==> config.mk <==
export PLATFORM = sky130hd
export DESIGN_NAME = fbos_bridge
export DESIGN_NICKNAME = d
export VERILOG_FILES = /design/src/core/fbos_pkg.sv /design/src/core/fbos_bridge.sv /design/src/core/fbos_sync.sv
export SDC_FILE = /design/constraint.sdc
export NUM_CORES = 1
export LEC_CHECK = 0
export CAP_MARGIN = 20
export CORE_MARGIN = 2
export CORE_UTILIZATION = 40
export CTS_CLUSTER_SIZE = 12
export DETAILED_ROUTE_END_ITERATION = 12
export DONT_BUFFER_PORTS = 1
export GPL_TIMING_DRIVEN = 0
export MAX_ROUTING_LAYER = met4
export PLACE_DENSITY = 0.6
export SLEW_MARGIN = 30
export SYNTH_ARGS = -nofsm -noshare
export SYNTH_HDL_FRONTEND = slang
export SYNTH_HIERARCHICAL = 1
export SYNTH_SLANG_ARGS = --single-unit
==> constraint.sdc <==
create_clock -name ref_clk -period 4.3 [get_ports ref_clk]
set_input_delay 0.215 -clock ref_clk [delete_from_list [all_inputs] [get_ports ref_clk]]
set_output_delay 0.215 -clock ref_clk [all_outputs]
set_load 0.05 [all_outputs]
==> src/core/fbos_pkg.sv <==
package fbos_pkg;
  // Mode field encodings
  localparam logic [2:0] FBOS_MODE_FWD = 3'h2;
  localparam logic [2:0] FBOS_MODE_REV = 3'h3;
  localparam int FBOS_MODE_W = 3;
  // Dead-band count width and default
  localparam int FBOS_DB_W = 6;
  localparam logic [5:0] FBOS_DB_DEFAULT = 6'h02;
  localparam logic [5:0] FBOS_DB_ZERO = 6'h00;
  localparam logic [5:0] FBOS_DB_ONE = 6'h01;
  // Output reset value and inactive steering vector
  localparam logic [3:0] FBOS_OUT_RESET = 4'h0;
  localparam logic [3:0] FBOS_STEER_NONE = 4'h0;
  typedef enum logic [1:0] {FBOS_DIR_NONE, FBOS_DIR_FWD, FBOS_DIR_REV} fbos_dir_t;
endpackage

==> src/core/fbos_bridge.sv <==
`timescale 1ns/1ps
// Notes on behaviour
// Forward: A active, B C off, D modulates
// Reverse: C active, A D off, B modulates
// Dead band on every direction change
// Steering settings ignored in full-bridge modes
// Toggling mode bit 0 reverses while running
// New leg held inactive until delay elapses
module fbos_bridge
  import fbos_pkg::*;
#(
  parameter int DB_W = FBOS_DB_W
) (
  // Clock and reset
  input wire logic ref_clk,
  input wire logic rst_b,
  // Control
  input wire logic enable,
  input wire logic [FBOS_MODE_W-1:0] mode,
  input wire logic [DB_W-1:0] dead_band_count,
  input wire logic [3:0] steer_en,
  input wire logic [3:0] out_pol,
  // Modulating input, asynchronous pin
  input wire logic mod_in,
  // Bridge drive
  output logic bridge_out_a,
  output logic bridge_out_b,
  output logic bridge_out_c,
  output logic bridge_out_d,
  output logic dead_band_busy
);
  // Counter width limits; anything wider is no sensible dead band
  if (DB_W < 1 || DB_W > 16) begin : g_bad_db_w
    $error("fbos_bridge: DB_W out of range");
  end

  // ----------------------------------------
  // Input conditioning
  // ----------------------------------------
  logic mod_s;
  fbos_sync u_sync (
    .ref_clk(ref_clk),
    .rst_b(rst_b),
    .din(mod_in),
    .dout(mod_s)
  );

  function automatic fbos_dir_t decode_dir(input logic en, input logic [2:0] m);
    if (!en) begin
      return FBOS_DIR_NONE;
    end
    case (m)
      FBOS_MODE_FWD: return FBOS_DIR_FWD;
      FBOS_MODE_REV: return FBOS_DIR_REV;
      default: return FBOS_DIR_NONE;
    endcase
  endfunction

  // ----------------------------------------
  // Direction tracking and dead band
  // ----------------------------------------
  fbos_dir_t dir_now;
  fbos_dir_t dir_r;
  logic [DB_W-1:0] db_cnt_r;
  logic [DB_W-1:0] db_cnt_nxt;
  logic dir_flip;

  // Only mode bit 0 differs between the two bridge modes, so a flip is seen
  // here without the generator ever passing through disable
  assign dir_now = decode_dir(enable, mode);
  assign dir_flip = (dir_r == FBOS_DIR_FWD && dir_now == FBOS_DIR_REV) ||
                    (dir_r == FBOS_DIR_REV && dir_now == FBOS_DIR_FWD);

  always_ff @(posedge ref_clk or negedge rst_b) begin
    if (!rst_b) begin
      dir_r <= FBOS_DIR_NONE;
    end else begin
      dir_r <= dir_now;
    end
  end

  always_comb begin
    db_cnt_nxt = db_cnt_r;
    if (dir_now == FBOS_DIR_NONE) begin
      db_cnt_nxt = '0;
    end else if (dir_flip) begin
      // Flip edge is the first held cycle, so load one less
      db_cnt_nxt = (dead_band_count != '0) ? dead_band_count - 1'b1 : '0;
    end else if (db_cnt_r != '0) begin
      db_cnt_nxt = db_cnt_r - 1'b1;
    end
  end

  always_ff @(posedge ref_clk or negedge rst_b) begin
    if (!rst_b) begin
      db_cnt_r <= '0;
    end else begin
      db_cnt_r <= db_cnt_nxt;
    end
  end

  // ----------------------------------------
  // Output steering
  // ----------------------------------------
  logic [3:0] act;
  logic hold;
  // Counter not loaded yet on the flip edge itself
  assign hold = dir_flip ? (dead_band_count != '0) : (db_cnt_r != '0);

  // Active-level vector a,b,c,d before polarity; steer_en deliberately
  // unused in bridge modes; other modes leave outputs inactive here
  always_comb begin
    act = FBOS_STEER_NONE;
    case (dir_now)
      FBOS_DIR_FWD: act = {1'b1, 1'b0, 1'b0, mod_s};
      FBOS_DIR_REV: act = {1'b0, mod_s, 1'b1, 1'b0};
      default: act = FBOS_STEER_NONE;
    endcase
    // Whole new leg kept off until the delay runs out
    if (hold) begin
      act = FBOS_STEER_NONE;
    end
  end

  always_ff @(posedge ref_clk or negedge rst_b) begin
    if (!rst_b) begin
      {bridge_out_a, bridge_out_b, bridge_out_c, bridge_out_d} <= FBOS_OUT_RESET;
      dead_band_busy <= 1'b0;
    end else begin
      {bridge_out_a, bridge_out_b, bridge_out_c, bridge_out_d} <= act ^ out_pol;
      dead_band_busy <= hold;
    end
  end
endmodule // fbos_bridge

==> src/core/fbos_sync.sv <==
`timescale 1ns/1ps
module fbos_sync (
  // Clock and reset
  input wire logic ref_clk,
  input wire logic rst_b,
  // Raw and cleaned level
  input wire logic din,
  output logic dout
);
  logic s1_r;
  logic s2_r;
  logic s3_r;

  // Three stages; change accepted when the last two agree
  always_ff @(posedge ref_clk or negedge rst_b) begin
    if (!rst_b) begin
      s1_r <= 1'b0;
      s2_r <= 1'b0;
      s3_r <= 1'b0;
    end else begin
      s1_r <= din;
      s2_r <= s1_r;
      s3_r <= s2_r;
    end
  end

  always_ff @(posedge ref_clk or negedge rst_b) begin
    if (!rst_b) begin
      dout <= 1'b0;
    end else if (s2_r == s3_r) begin
      dout <= s3_r;
    end
  end
endmodule // fbos_sync

Yosys cells after proc, flatten, opt, wreduce, memory -nomap -nowiden:

Index checks and enable logic that the tools add are counted.

* register bits: 17
* input port bits: 21
* logic and storage cells: 37

* $add $sub $neg: 2
* equality and inequality tests: 7
* mux-type cells: 9
* bitwise operators: 1
* reductions and logical operators: 7

Operator list (count)
* $mux W6: 4
* $reduce_bool A6 Y1: 2
* $sub A6 B1 Y6 const B: 2
* $pmux W4 S2: 1
* $eq A3 B2 Y1 const B: 2
* $eq A2 B1 Y1 const B: 2
* $eq A2 B2 Y1 const B: 2
* $mux W4: 1
* $pmux W2 S2: 1
* $xor A4 B4 Y4: 1
* $reduce_bool A3 Y1: 1
* $logic_and A1 B1 Y1: 2
* $logic_not A2 Y1: 1
* $mux W2: 1
* $eq A1 B1 Y1: 1
* $logic_or A1 B1 Y1: 1
* $mux W1: 1

Longest topological paths before layout:

Gate-level depths: netlist of the first run.

* depth after elaboration: 9
* gate-level depth with buffers: 8

Cells and area by module:

The synthesis of the first run kept the hierarchy.

Modules (own cells, without submodules)
* fbos_bridge: times used 1, cells an instance 84, area an instance 833.3 µm²
* fbos_sync: times used 1, cells an instance 5, area an instance 111.4 µm²

Worst setup path before layout of the first run:

Ideal clock, no wire load.

* kind: input-to-reg
* start point: input port mode[2]
* end point: register bridge_out_d
* setup time: 0.125 ns
* arrival time: 1.760 ns
* setup slack: 2.415 ns
* cell stages on the path: 7
* buffers on the path: 0
* cell sequence: nand3b_1 or2_2 ha_1 and3b_1 nor4_4 o2111ai_1 xnor2_1

* word-level cells in the longest chain between the ends: 9

RTL lines
* from (decl): RTL line fbos_bridge.sv:19 `input wire logic [FBOS_MODE_W-1:0] mode,`
* $eq A3 B2 Y1: RTL line fbos_bridge.sv:52 `case (m)`
* $pmux W2 S2 (*): RTL line fbos_bridge.sv:52
* $mux W2 (*): RTL line fbos_bridge.sv:52
* $eq A2 B2 Y1 or $eq A2 B1 Y1 (tied branches): RTL line fbos_bridge.sv:71, fbos_bridge.sv:114, fbos_bridge.sv:72
* $logic_and A1 B1 Y1, on equally long branches: RTL line fbos_bridge.sv:71, fbos_bridge.sv:72
* $logic_or A1 B1 Y1: RTL line fbos_bridge.sv:71 `assign dir_flip = (dir_r == FBOS_DIR_FWD && dir_now == FBOS_DIR_REV) ||`
* $mux W1: RTL line fbos_bridge.sv:108 `assign hold = dir_flip ? (dead_band_count != '0) : (db_cnt_r != '0);`
* $mux W4 (*): RTL line fbos_bridge.sv:120 `if (hold) begin`
* $xor A4 B4 Y4 (*): RTL line fbos_bridge.sv:130 `{bridge_out_a, bridge_out_b, bridge_out_c, bridge_out_d} <= act ^ out_pol;`
* to (signal assigned): RTL line fbos_bridge.sv:130
* to (decl): RTL line fbos_bridge.sv:29 `output logic bridge_out_d,`

Mark *: on every way between the ends. The rest lies on a longest branch, timed or not.
A chain may end at the register's enable or synchronous reset.

Worst setup path after layout of the first run:

* start point: register db_cnt_r[0]
* end point: register bridge_out_d

* word-level cells in the longest chain between the ends: 4

RTL lines
* from (decl): RTL line fbos_bridge.sv:64 `logic [DB_W-1:0] db_cnt_r;`
* from (signal assigned): RTL line fbos_bridge.sv:98 `db_cnt_r <= db_cnt_nxt;`
* $reduce_bool A6 Y1: RTL line fbos_bridge.sv:108
* $mux W1: RTL line fbos_bridge.sv:108
* $mux W4: RTL line fbos_bridge.sv:120
* $xor A4 B4 Y4: RTL line fbos_bridge.sv:130

No other way between the ends.

==> results of run 1 <==
-- worst register-to-register path, cell delays in order, from the launching register on --
cell	delay (ps)
dfrtp_1	430
inv_1	70
ha_1	170
or3b_1	360
buf_6	140
nor4_4	380
o2111ai_1	210
xnor2_1	150
-- power by group --
group / internal, mW / switching [mW] / leakage (nW)
sequential: 0.166 / 0.0150 / 0.218
clock: 0.0360 / 0.0449 / 0.0150
combinational: 0.0134 / 0.0138 / 0.220
-- cell usage in the layout, fill, tap and decap left out, types with 2 or more instances in the layout --
cell	n
nand3b_1	3
nor3_1	6
o32a_1	2
o21a_1	3
dlygate4sd3_1	2
inv_1	8
nor2_1	8
ha_1	5
a21oi_1	2
o22ai_1	3
and2_1	2
and3b_1	2
xnor2_1	9
clkbuf_4	3
a2111oi_0	2
or2_2	2
dfrtp_1	17
-- final cells by class --
cell class | count | area [um^2]
Buffer | 1 | 11.3
Tap cell | 28 | 35.0
Multi-Input combinational cell | 63 | 478
Fill cell | 229 | 1190
Sequential cell | 17 | 425
Inverter | 8 | 30.0
Clock buffer | 4 | 26.3
Timing Repair Buffer | 2 | 20.0
-- how the worst max path moves through the flow --
| stage | from | end | slack (ps) | cells after the start |
|---|---|---|---|---|
| finish | db_cnt_r[0]$_DFFE_PN0P_ | bridge_out_d$_DFF_PN0_ | 2270 | 7 |
| global route | db_cnt_r[0]$_DFFE_PN0P_ | bridge_out_d$_DFF_PN0_ | 2070 | 7 |
| CTS | db_cnt_r[0]$_DFFE_PN0P_ | bridge_out_d$_DFF_PN0_ | 2240 | 7 |
| detailed placement | mode[2] | bridge_out_a$_DFF_PN0_ | 2210 | 7 |
| global placement | mode[2] | bridge_out_a$_DFF_PN0_ | 2240 | 7 |
| floorplan | mode[2] | bridge_out_d$_DFF_PN0_ | 2410 | 7 |
-- through the flow --
stage	utilization (%)	setup slack, ps
after global routing	46.4	2070
after CTS	46.4	2240
after detailed placement	44.3	2210
after global placement	44.3	2240
final	46.4	2270
after floorplan	-	2410
-- layer usage --
| metal | vias to the layer above | GRT usage (%) | part of all wire, % |
|---|---|---|---|
| li1 | 333 | - | - |
| met1 | 307 | 17.4 | 42 |
| met2 | 16 | 26.3 | 53 |
| met3 | 2 | 5.14 | 4.3 |
| met4 | 0 | 2.56 | 0.68 |
| met5 | - | - | 0 |
-- cells by family (layout without fill, tap and decap cells) --
group	count (synthesis)	count (layout)	synth area share, %
AO/OA/AOI/OAI	18	18	14.2
XOR/XNOR	9	9	8.34
adder cells (fa/ha/maj)	6	6	7.81
buffers and inverters	9	15	4.37
flip-flops	17	17	45.0
AND/OR/NAND/NOR	30	30	20.3
-- what timing repair did --
action                                  CTS  global route
hold buffers                              2             0
endpoints found under the hold margin    18             0
endpoints found under the setup margin    0             0
==> results.md, run 1 <==
- Fmax: 0.492 GHz
- Largest register FFs: 6
- Number of post-CTS setup repair buffers: 0
- R2R Path End: bridge_out_d$_DFF_PN0_
- Critical Path RT: 4470 ps
- # clock sinks: 17
- Root Driver: clkbuf_4
- Leak Pwr: 0.453 nW
- CP Class: reg -> reg
- Synthesized cell area: between 900 and 1000 um^2
- Family with the most delay on the worst path: simple AND/OR/NAND/NOR gates
- Most frequent cell after synthesis: dfrtp_1
- Arr. time, crit path: 2210 ps
- Initial antenna violation count: 0
- Count of pins over their slew limit: 0
- Min-Delay Path Depth: 1
- RSZ-0062 raised after global routing: no
- Vias: 658
- First-pass GRT wire length: 2.98 mm
- Antenna Cells: 0
- Number of flops mapped to enable cells by yosys: 0
- Share of cells above drive strength 1: 10.5%
- Post-CTS resize count: 0
- 1st-pass router iterations: 4
- Hold wc startpoint: out_pol[1]
- Initial DRC count: 6
- Synth area leaders: dfrtp_1 45%, xnor2_1 8.3%, ha_1 6.6%
- CP peak stage delay: 430 ps
- Peak VDD IR: 0.293 mV
- Startpoint types: register
- Critical-path top delay cell: dfrtp_1
- Post-Route WL: 1.62 mm
- Slew margin rel.: 51.7%
- Pwr Total: 0.289 mW
- Hold WC Path Type: in -> reg
- Vias per cell: roughly 5.3
- Vias in the first global route: 676
- Synth top area share: 45.0%
- Syn_area_per_cell: approximately 11 um^2
- Total grt overflow: 0
- Register-to-register setup slack: roughly 2300 ps
- Most flops, register: db_cnt_r
- Seq cells post-synth: 17
- TNS Setup: 0 ps
- Worst-skew pair later-pin latency: 280 ps
- Routed len/inst: ~13 um
- Maxcap violations: 0
- Starting Density: 42.7%
- Period Utilization, post-route: 47.3%
- Slew @ Worst Pin: 722 ps
- Gp weighted congestion: ~0.75
- NumNets Final: 122
- Worst-case clock skew: 1.01 ps
- Post-synth cell types: 30
- GRT Total Usage: about 15%
- Final ANT Viol Nets: 0
- Crit-path cells: inv_1, ha_1, or3b_1, buf_6, nor4_4, o2111ai_1, xnor2_1
- Reg2reg start: db_cnt_r[0]$_DFFE_PN0P_
- I/O pin count: 26
- CP max FO: 8
- Die W: 52.6 um
- Post-synthesis sequential area ratio: 45.0%
- CTS tree: done
- Design area: between 1000 and 1500 um^2
- # port buffers: 0
- Post-synth net total: 115
- Die area: 2770 um^2
- Largest net degree at the start of global routing: 18
- Worst r2r path cells: 7
- Outcome: completed
- DP Area: 980 um^2
- Synth area leader: dfrtp_1
- Dpl hpwl: 1.32 mm
- Die height: between 50 and 60 um
- Syn. warnings: 6
- Final Hold Viols: 0
- Post-synthesis cell count: 89
- DRC: 0
- Htree depth: 1
- Worst-path clk slew: 90 ps
- Min cycle time layout: 2030 ps
- Top Registers: db_cnt_r: 6 flops, dir_r: 2 flops
- Area growth, synth to finish: 8.61%
- Clk buf depth: 2
- Synth async-reset ratio: 100%
- Setup violators final: 0
- Core Rows: 17
- Synth cell count leaders: 17 x dfrtp_1, 9 x xnor2_1, 8 x inv_1, 8 x nor2_1, 6 x nor3_1
- Final Hold Slack: 12.1 ps
- Total CTS buffers: 3
- Pwr dens: 282 nW/um^2
- Ys flop type: dfrtp_1
- CP Capture Type: register
- Core footprint: 2210 um^2
- Post-placement cell count: 117
- Number of buffers and inverters on the critical path: 2
- Final non-filler cell total: 123
- Hold EP: bridge_out_c$_DFF_PN0_
Power figures use the tool's default switching activity.
==> inputs of run 2 (changes only) <==
- PLACE_DENSITY: 0.6 -> 0.62
- clock period: 4.3 -> 1.75 ns (I/O delays scaled with it)
==> run 2 against run 1 <==
Against the previous run: the flow now finishes with violations (negative setup slack); critical path type unchanged; count of clock-buffer cells in the layout down 1; cell count up 13%; utilization up 9.3 points; final area up 20%; sequential share of layout area down 6.9 points; maximum frequency up 9.6%; total power rose to 2.7 times the previous value.
==> results.md, run 2 (synthesized netlist as in run 1, its figures left out) <==
- Post-placement cell count: 117
- Antenna Cells: 0
- Post-Route WL: 1.98 mm
- Hold wc startpoint: mode[0]
- Final ANT Viol Nets: 0
- Worst-case clock skew: 7.85 ps
- Cell mode on critical path: buf_6
- I/O pin count: 26
- R2R Path End: db_cnt_r[4]$_DFFE_PN0P_
- Vias in the first global route: 763
- Vias: roughly 770
- GRT Total Usage: 17.5%
- Initial DRC count: 7
- Outcome: finished with violations
- Die W: between 50 and 60 um
- Initial antenna violation count: 0
- Die height: 52.6 um
- DP Area: 980 um^2
- Top Registers: db_cnt_r: 6 flops, dir_r: 2 flops
- Dpl hpwl: 1.32 mm
- Final Hold Viols: 0
- Root Driver: clkbuf_4
- Final Util: 55.7%
- CP Class: reg -> reg
- Startpoint types: register
- Total CTS buffers: 3
- Critical Path RT: 1960 ps
- Hold EP: dir_r[0]$_DFF_PN0_
- # port buffers: 0
- Largest register FFs: 6
- Most flops, register: db_cnt_r
- Fin worst setup slack: -105 ps
- Maxcap violations: 0
- Min-Delay Path Depth: 3
- Gp weighted congestion: approximately 0.85
- Commonest non-fill, non-tap cell in the layout: dfrtp_1
- Worst-skew pair later-pin latency: around 310 ps
- Peak VDD IR: 0.388 mV
- CP max FO: 4
- Setup violators final: 8
- Starting Density: a little over two fifths
- Slew @ Worst Pin: 731 ps
- Largest net degree at the start of global routing: 18
- Count of pins over their slew limit: 0
- Crit-path cells: inv_2, ha_2, or3b_1, buf_6, buf_6, xnor2_2, nor2_1, a2111oi_2
- Failing checks: negative setup slack
- Htree depth: 1
- Commonest cells after routing, fill and taps aside: 17 x dfrtp_1, 8 x xnor2_1, 8 x dlygate4sd3_1
- RSZ-0062 raised after global routing: yes
- Setup WS pre-CTS: -230 ps
- Number of buffers and inverters on the critical path: 3
- Vias per cell: about 5.5
- # clock sinks: 17
- 1st-pass router iterations: 4
- Hold WC Path Type: in -> reg
- Fmax: roughly 0.54 GHz
- Core Rows: 17
- Share of cells above drive strength 1: between 20% and 30%
- Leak Pwr: 0.537 nW
- Clk buf depth: 2
- Routed len/inst: 14.2 um
- Arr. time, crit path: between 2000 and 2500 ps
- Min cycle time layout: ~1900 ps
- Final non-filler cell total: 139
- NumNets Final: 138
- Worst-path clk slew: 110 ps
- Family with the most delay on the worst path: simple AND/OR/NAND/NOR gates
- CTS tree: done
- Area growth, synth to finish: 30.3%
- Pwr dens: 627 nW/um^2
- Register-to-register setup slack: -110 ps
- Period Utilization, post-route: 106%
- DRC: 0
- Total grt overflow: 0
- Die area: 2770 um^2
- CP peak stage delay: 410 ps
- Core footprint: 2210 um^2
- Design area: 1230 um^2
- CP Capture Type: register
- First-pass GRT wire length: 3.35 mm
- Worst r2r path cells: 8
- Slew margin rel.: 51.1%
- Reg2reg start: db_cnt_r[0]$_DFFE_PN0P_
- Pwr Total: ~0.77 mW
- Critical-path top delay cell: dfrtp_1
-- run 2: changes by cell type in the layout (fill, tap and decap cells not counted), sizes merged --
cell | before | now
dlygate4sd3 | 2 | 8
clkinv | 0 | 1
buf | 1 | 11
clkbuf | 4 | 3
-- run 2: repair_timing --
action / in CTS / in global routing
setup endpoints to repair: 11 / 11
buffers inserted: 9 / 1
pin swaps: 11 / 11
resized for setup: 7 / 10
hold endpoints to repair: 24 / 1
hold buffers: 7 / 1
-- run 2: layout make-up --
| cell class | instances | area, um^2 |
|---|---|---|
| plain buffers | 1 | 11.3 |
| clock buffers | 3 | 22.5 |
| clock inverters | 1 | 5.00 |
| fillers | 193 | 981 |
| inverters | 8 | 30.0 |
| multi-input cells | 63 | 532 |
| flip-flops and latches | 17 | 425 |
| well taps | 28 | 35.0 |
| repair buffers | 18 | 170 |
-- run 2: worst max-delay path by stage --
stage | start | endpoint | cells after the start
3_5_place_dp | db_cnt_r[0]$_DFFE_PN0P_ | bridge_out_d$_DFF_PN0_ | 7
4_1_cts | db_cnt_r[1]$_DFFE_PN0P_ | bridge_out_d$_DFF_PN0_ | 8
5_1_grt | db_cnt_r[1]$_DFFE_PN0P_ | db_cnt_r[4]$_DFFE_PN0P_ | 8
3_3_place_gp | db_cnt_r[0]$_DFFE_PN0P_ | bridge_out_b$_DFF_PN0_ | 7
6_report | db_cnt_r[0]$_DFFE_PN0P_ | db_cnt_r[4]$_DFFE_PN0P_ | 8
2_1_floorplan | db_cnt_r[0]$_DFFE_PN0P_ | bridge_out_d$_DFF_PN0_ | 7
-- run 2: metal layers --
layer	part of all wire (%)	global-route usage (%)	vias up
met2	53	30.0	18
met5	0	-	-
met1	42	20.0	378
met3	2.9	1.71	5
li1	-	-	365
met4	2.2	9.40	0
-- run 2: stage by stage --
stage               TNS, ps  hold slack (ps)
floorplan             -66.7             -208
CTS                    -868            -71.4
global route          -1350             58.3
global placement      -1000             -208
detailed placement    -1440             -208
finish                 -525             18.7
-- run 2: worst min-delay path, cell delays in order --
cell      delay, ps
inv_1            20
nand2b_1        110
inv_1            70
-- run 2: where the power goes --
group          internal (mW)  switching (mW)  total, mW
clock network         0.0856           0.143      0.229
registers              0.408          0.0377      0.445
logic                 0.0522          0.0463     0.0985
total                  0.546           0.227      0.772
==> inputs of run 3 (changes only) <==
- HOLD_SLACK_MARGIN: unset -> 0.08
- PLACE_DENSITY: 0.62 -> unset
- PLACE_DENSITY_LB_ADDON: unset -> 0.05
- clock period: 1.75 -> 1.85 ns (I/O delays scaled with it)
==> run 3 against run 2 <==
Against the previous run: the run now ends clean; clock skew shrank 2.0 ps; critical path depth is 1 lower; register-to-register slack better by 160 ps; via count decreased by 6.9%.
==> results.md, run 3 (synthesized netlist as in run 1, its figures left out) <==
- Share of cells above drive strength 1: 19.8%
- Count of pins over their slew limit: 0
- Root Driver: clkbuf_4
- Largest net degree at the start of global routing: 18
- Area growth, synth to finish: 26.6%
- Maxcap violations: 0
- Clk buf depth: 2
- Peak VDD IR: approximately 0.5 mV
- Hold WC Path Type: in -> reg
- Vias in the first global route: 711
- Crit-path cells: inv_1, ha_2, or3b_4, buf_4, o21a_1, o32a_1, nor2_1
- CP Class: reg -> reg
- Worst-case clock skew: 5.80 ps
- Initial antenna violation count: 0
- Final Hold Viols: 0
- Initial DRC count: 13
- Met3 usage in global routing: under 10%
- NumNets Final: approximately 140
- CP peak stage delay: about 420 ps
- Htree depth: 1
- Worst-path clk slew: 80 ps
- Gp weighted congestion: 0.731
- Vias per cell: 5.13
- Total CTS buffers: 3
- Setup violators final: 0
- Antenna Cells: 0
- Die area: roughly 2800 um^2
- Final Util: 54.1%
- Post-Route WL: 1.76 mm
- Startpoint types: register
- TNS Setup: 0 ps
- # clock sinks: 17
- Core footprint: 2210 um^2
- Leak Pwr: 0.528 nW
- Critical Path RT: a little over 2000 ps
- Dpl hpwl: roughly 1.3 mm
- Family with the most delay on the worst path: simple AND/OR/NAND/NOR gates
- Final Hold Slack: 131 ps
- CP max FO: 5
- Worst-skew pair later-pin latency: 280 ps
- Slew @ Worst Pin: 714 ps
- CTS tree: done
- Routed len/inst: 12.7 um
- Fmax: about 0.56 GHz
- DP Area: 980 um^2
- Largest register FFs: 6
- Number of buffers and inverters on the critical path: 2
- Commonest non-fill, non-tap cell in the layout: dfrtp_1
- Total grt overflow: 0
- I/O pin count: 26
- Most flops, register: db_cnt_r
- CP Capture Type: register
- Design area: 1200 um^2
- GR Util met2: 26.5%
- Critical-path top delay cell: or3b_4
- Most used routing layer: met2
- Period Utilization, post-route: 97.3%
- Arr. time, crit path: 2010 ps
- Commonest cells after routing, fill and taps aside: 17 x dfrtp_1, 11 x dlygate4sd3_1, 9 x xnor2_1
- # port buffers: 0
- Met1 Usage GRT: 18.2%
- RSZ-0062 raised after global routing: yes
- Die W: 52.6 um
- Min cycle time layout: 1800 ps
- First-pass GRT wire length: 3.03 mm
- Vias: 713
- Outcome: completed
- 1st-pass router iterations: 4
- Top Registers: db_cnt_r: 6 flops, dir_r: 2 flops
- GRT Total Usage: approximately 16%
- DRC: 0
- Starting Density: between 40% and 50%
- Core Rows: 17
- Final ANT Viol Nets: 0
- Die height: 52.6 um
- Pwr dens: 577 nW/um^2
- Slew margin rel.: 52.2%
-- run 3: cell count changes in the layout (fill, tap and decap cells not counted), sizes merged --
cell and change:
clkinv -1, clkbuf +1, buf -3, dlygate4sd3 +3
-- run 3: stage by stage --
| stage | std cells | total power [mW] | worst slack, ps |
|---|---|---|---|
| final | 139 | 0.690 | 50.4 |
| after global routing | 139 | 0.734 | -30.8 |
| after CTS | 138 | 0.698 | -49.3 |
| after detailed placement | 117 | 0.482 | -135 |
| after global placement | 117 | 0.481 | -159 |
| after floorplan | 89 | 0.471 | 44.2 |
-- run 3: final timing paths --
| kind | start | end | slack (ps) | cells past startpoint |
|---|---|---|---|---|
| max | db_cnt_r[1]$_DFFE_PN0P_ | db_cnt_r[0]$_DFFE_PN0P_ | 50 | 7 |
| min | dead_band_count[4] | db_cnt_r[5]$_DFFE_PN0P_ | 130 | 3 |
| max reg2reg | db_cnt_r[1]$_DFFE_PN0P_ | db_cnt_r[0]$_DFFE_PN0P_ | 50 | 7 |
| min reg2reg | u_sync/s1_r$_DFF_PN0_ | u_sync/s2_r$_DFF_PN0_ | 370 | 0 |
| max in group asynchronous | rst_b | db_cnt_r[0]$_DFFE_PN0P_ | 1090 | 1 |
| min in group asynchronous | rst_b | u_sync/s3_r$_DFF_PN0_ | 300 | 1 |
-- run 3: tightest hold or removal path, stage by stage --
cell       delay, ps
nor2_1            30
a31oi_1          150
a2111oi_1         90
-- run 3: metal layers --
| metal | part of all wire, % | wire [um] |
|---|---|---|
| met1 | 43 | 765 |
| met2 | 52 | 923 |
| met3 | 3.3 | 58 |
| met4 | 0.68 | 12 |
| met5 | 0 | 0 |
-- run 3: layout make-up --
| class | instances | area [um^2] |
|---|---|---|
| fill | 217 | 1020 |
| multi-input combinational | 63 | 509 |
| sequential | 17 | 425 |
| timing repair buffer | 19 | 170 |
| tap | 28 | 35.0 |
| inverter | 8 | 30.0 |
| clock buffer | 4 | 26.3 |
-- run 3: power by group --
part	switching (mW)	leakage, nW	total [mW]	internal [mW]
clock	0.102	0.0150	0.185	0.0835
combinational	0.0380	0.294	0.0841	0.0461
sequential	0.0350	0.218	0.421	0.386
-- run 3: repair_timing --
action / in CTS / in global routing
pin swaps: 4 / 3
setup buffers: 6 / 2
endpoints found under the setup margin: 6 / 10
hold endpoints to repair: 27 / 0
hold buffers: 11 / 0
resized for setup: 3 / 6
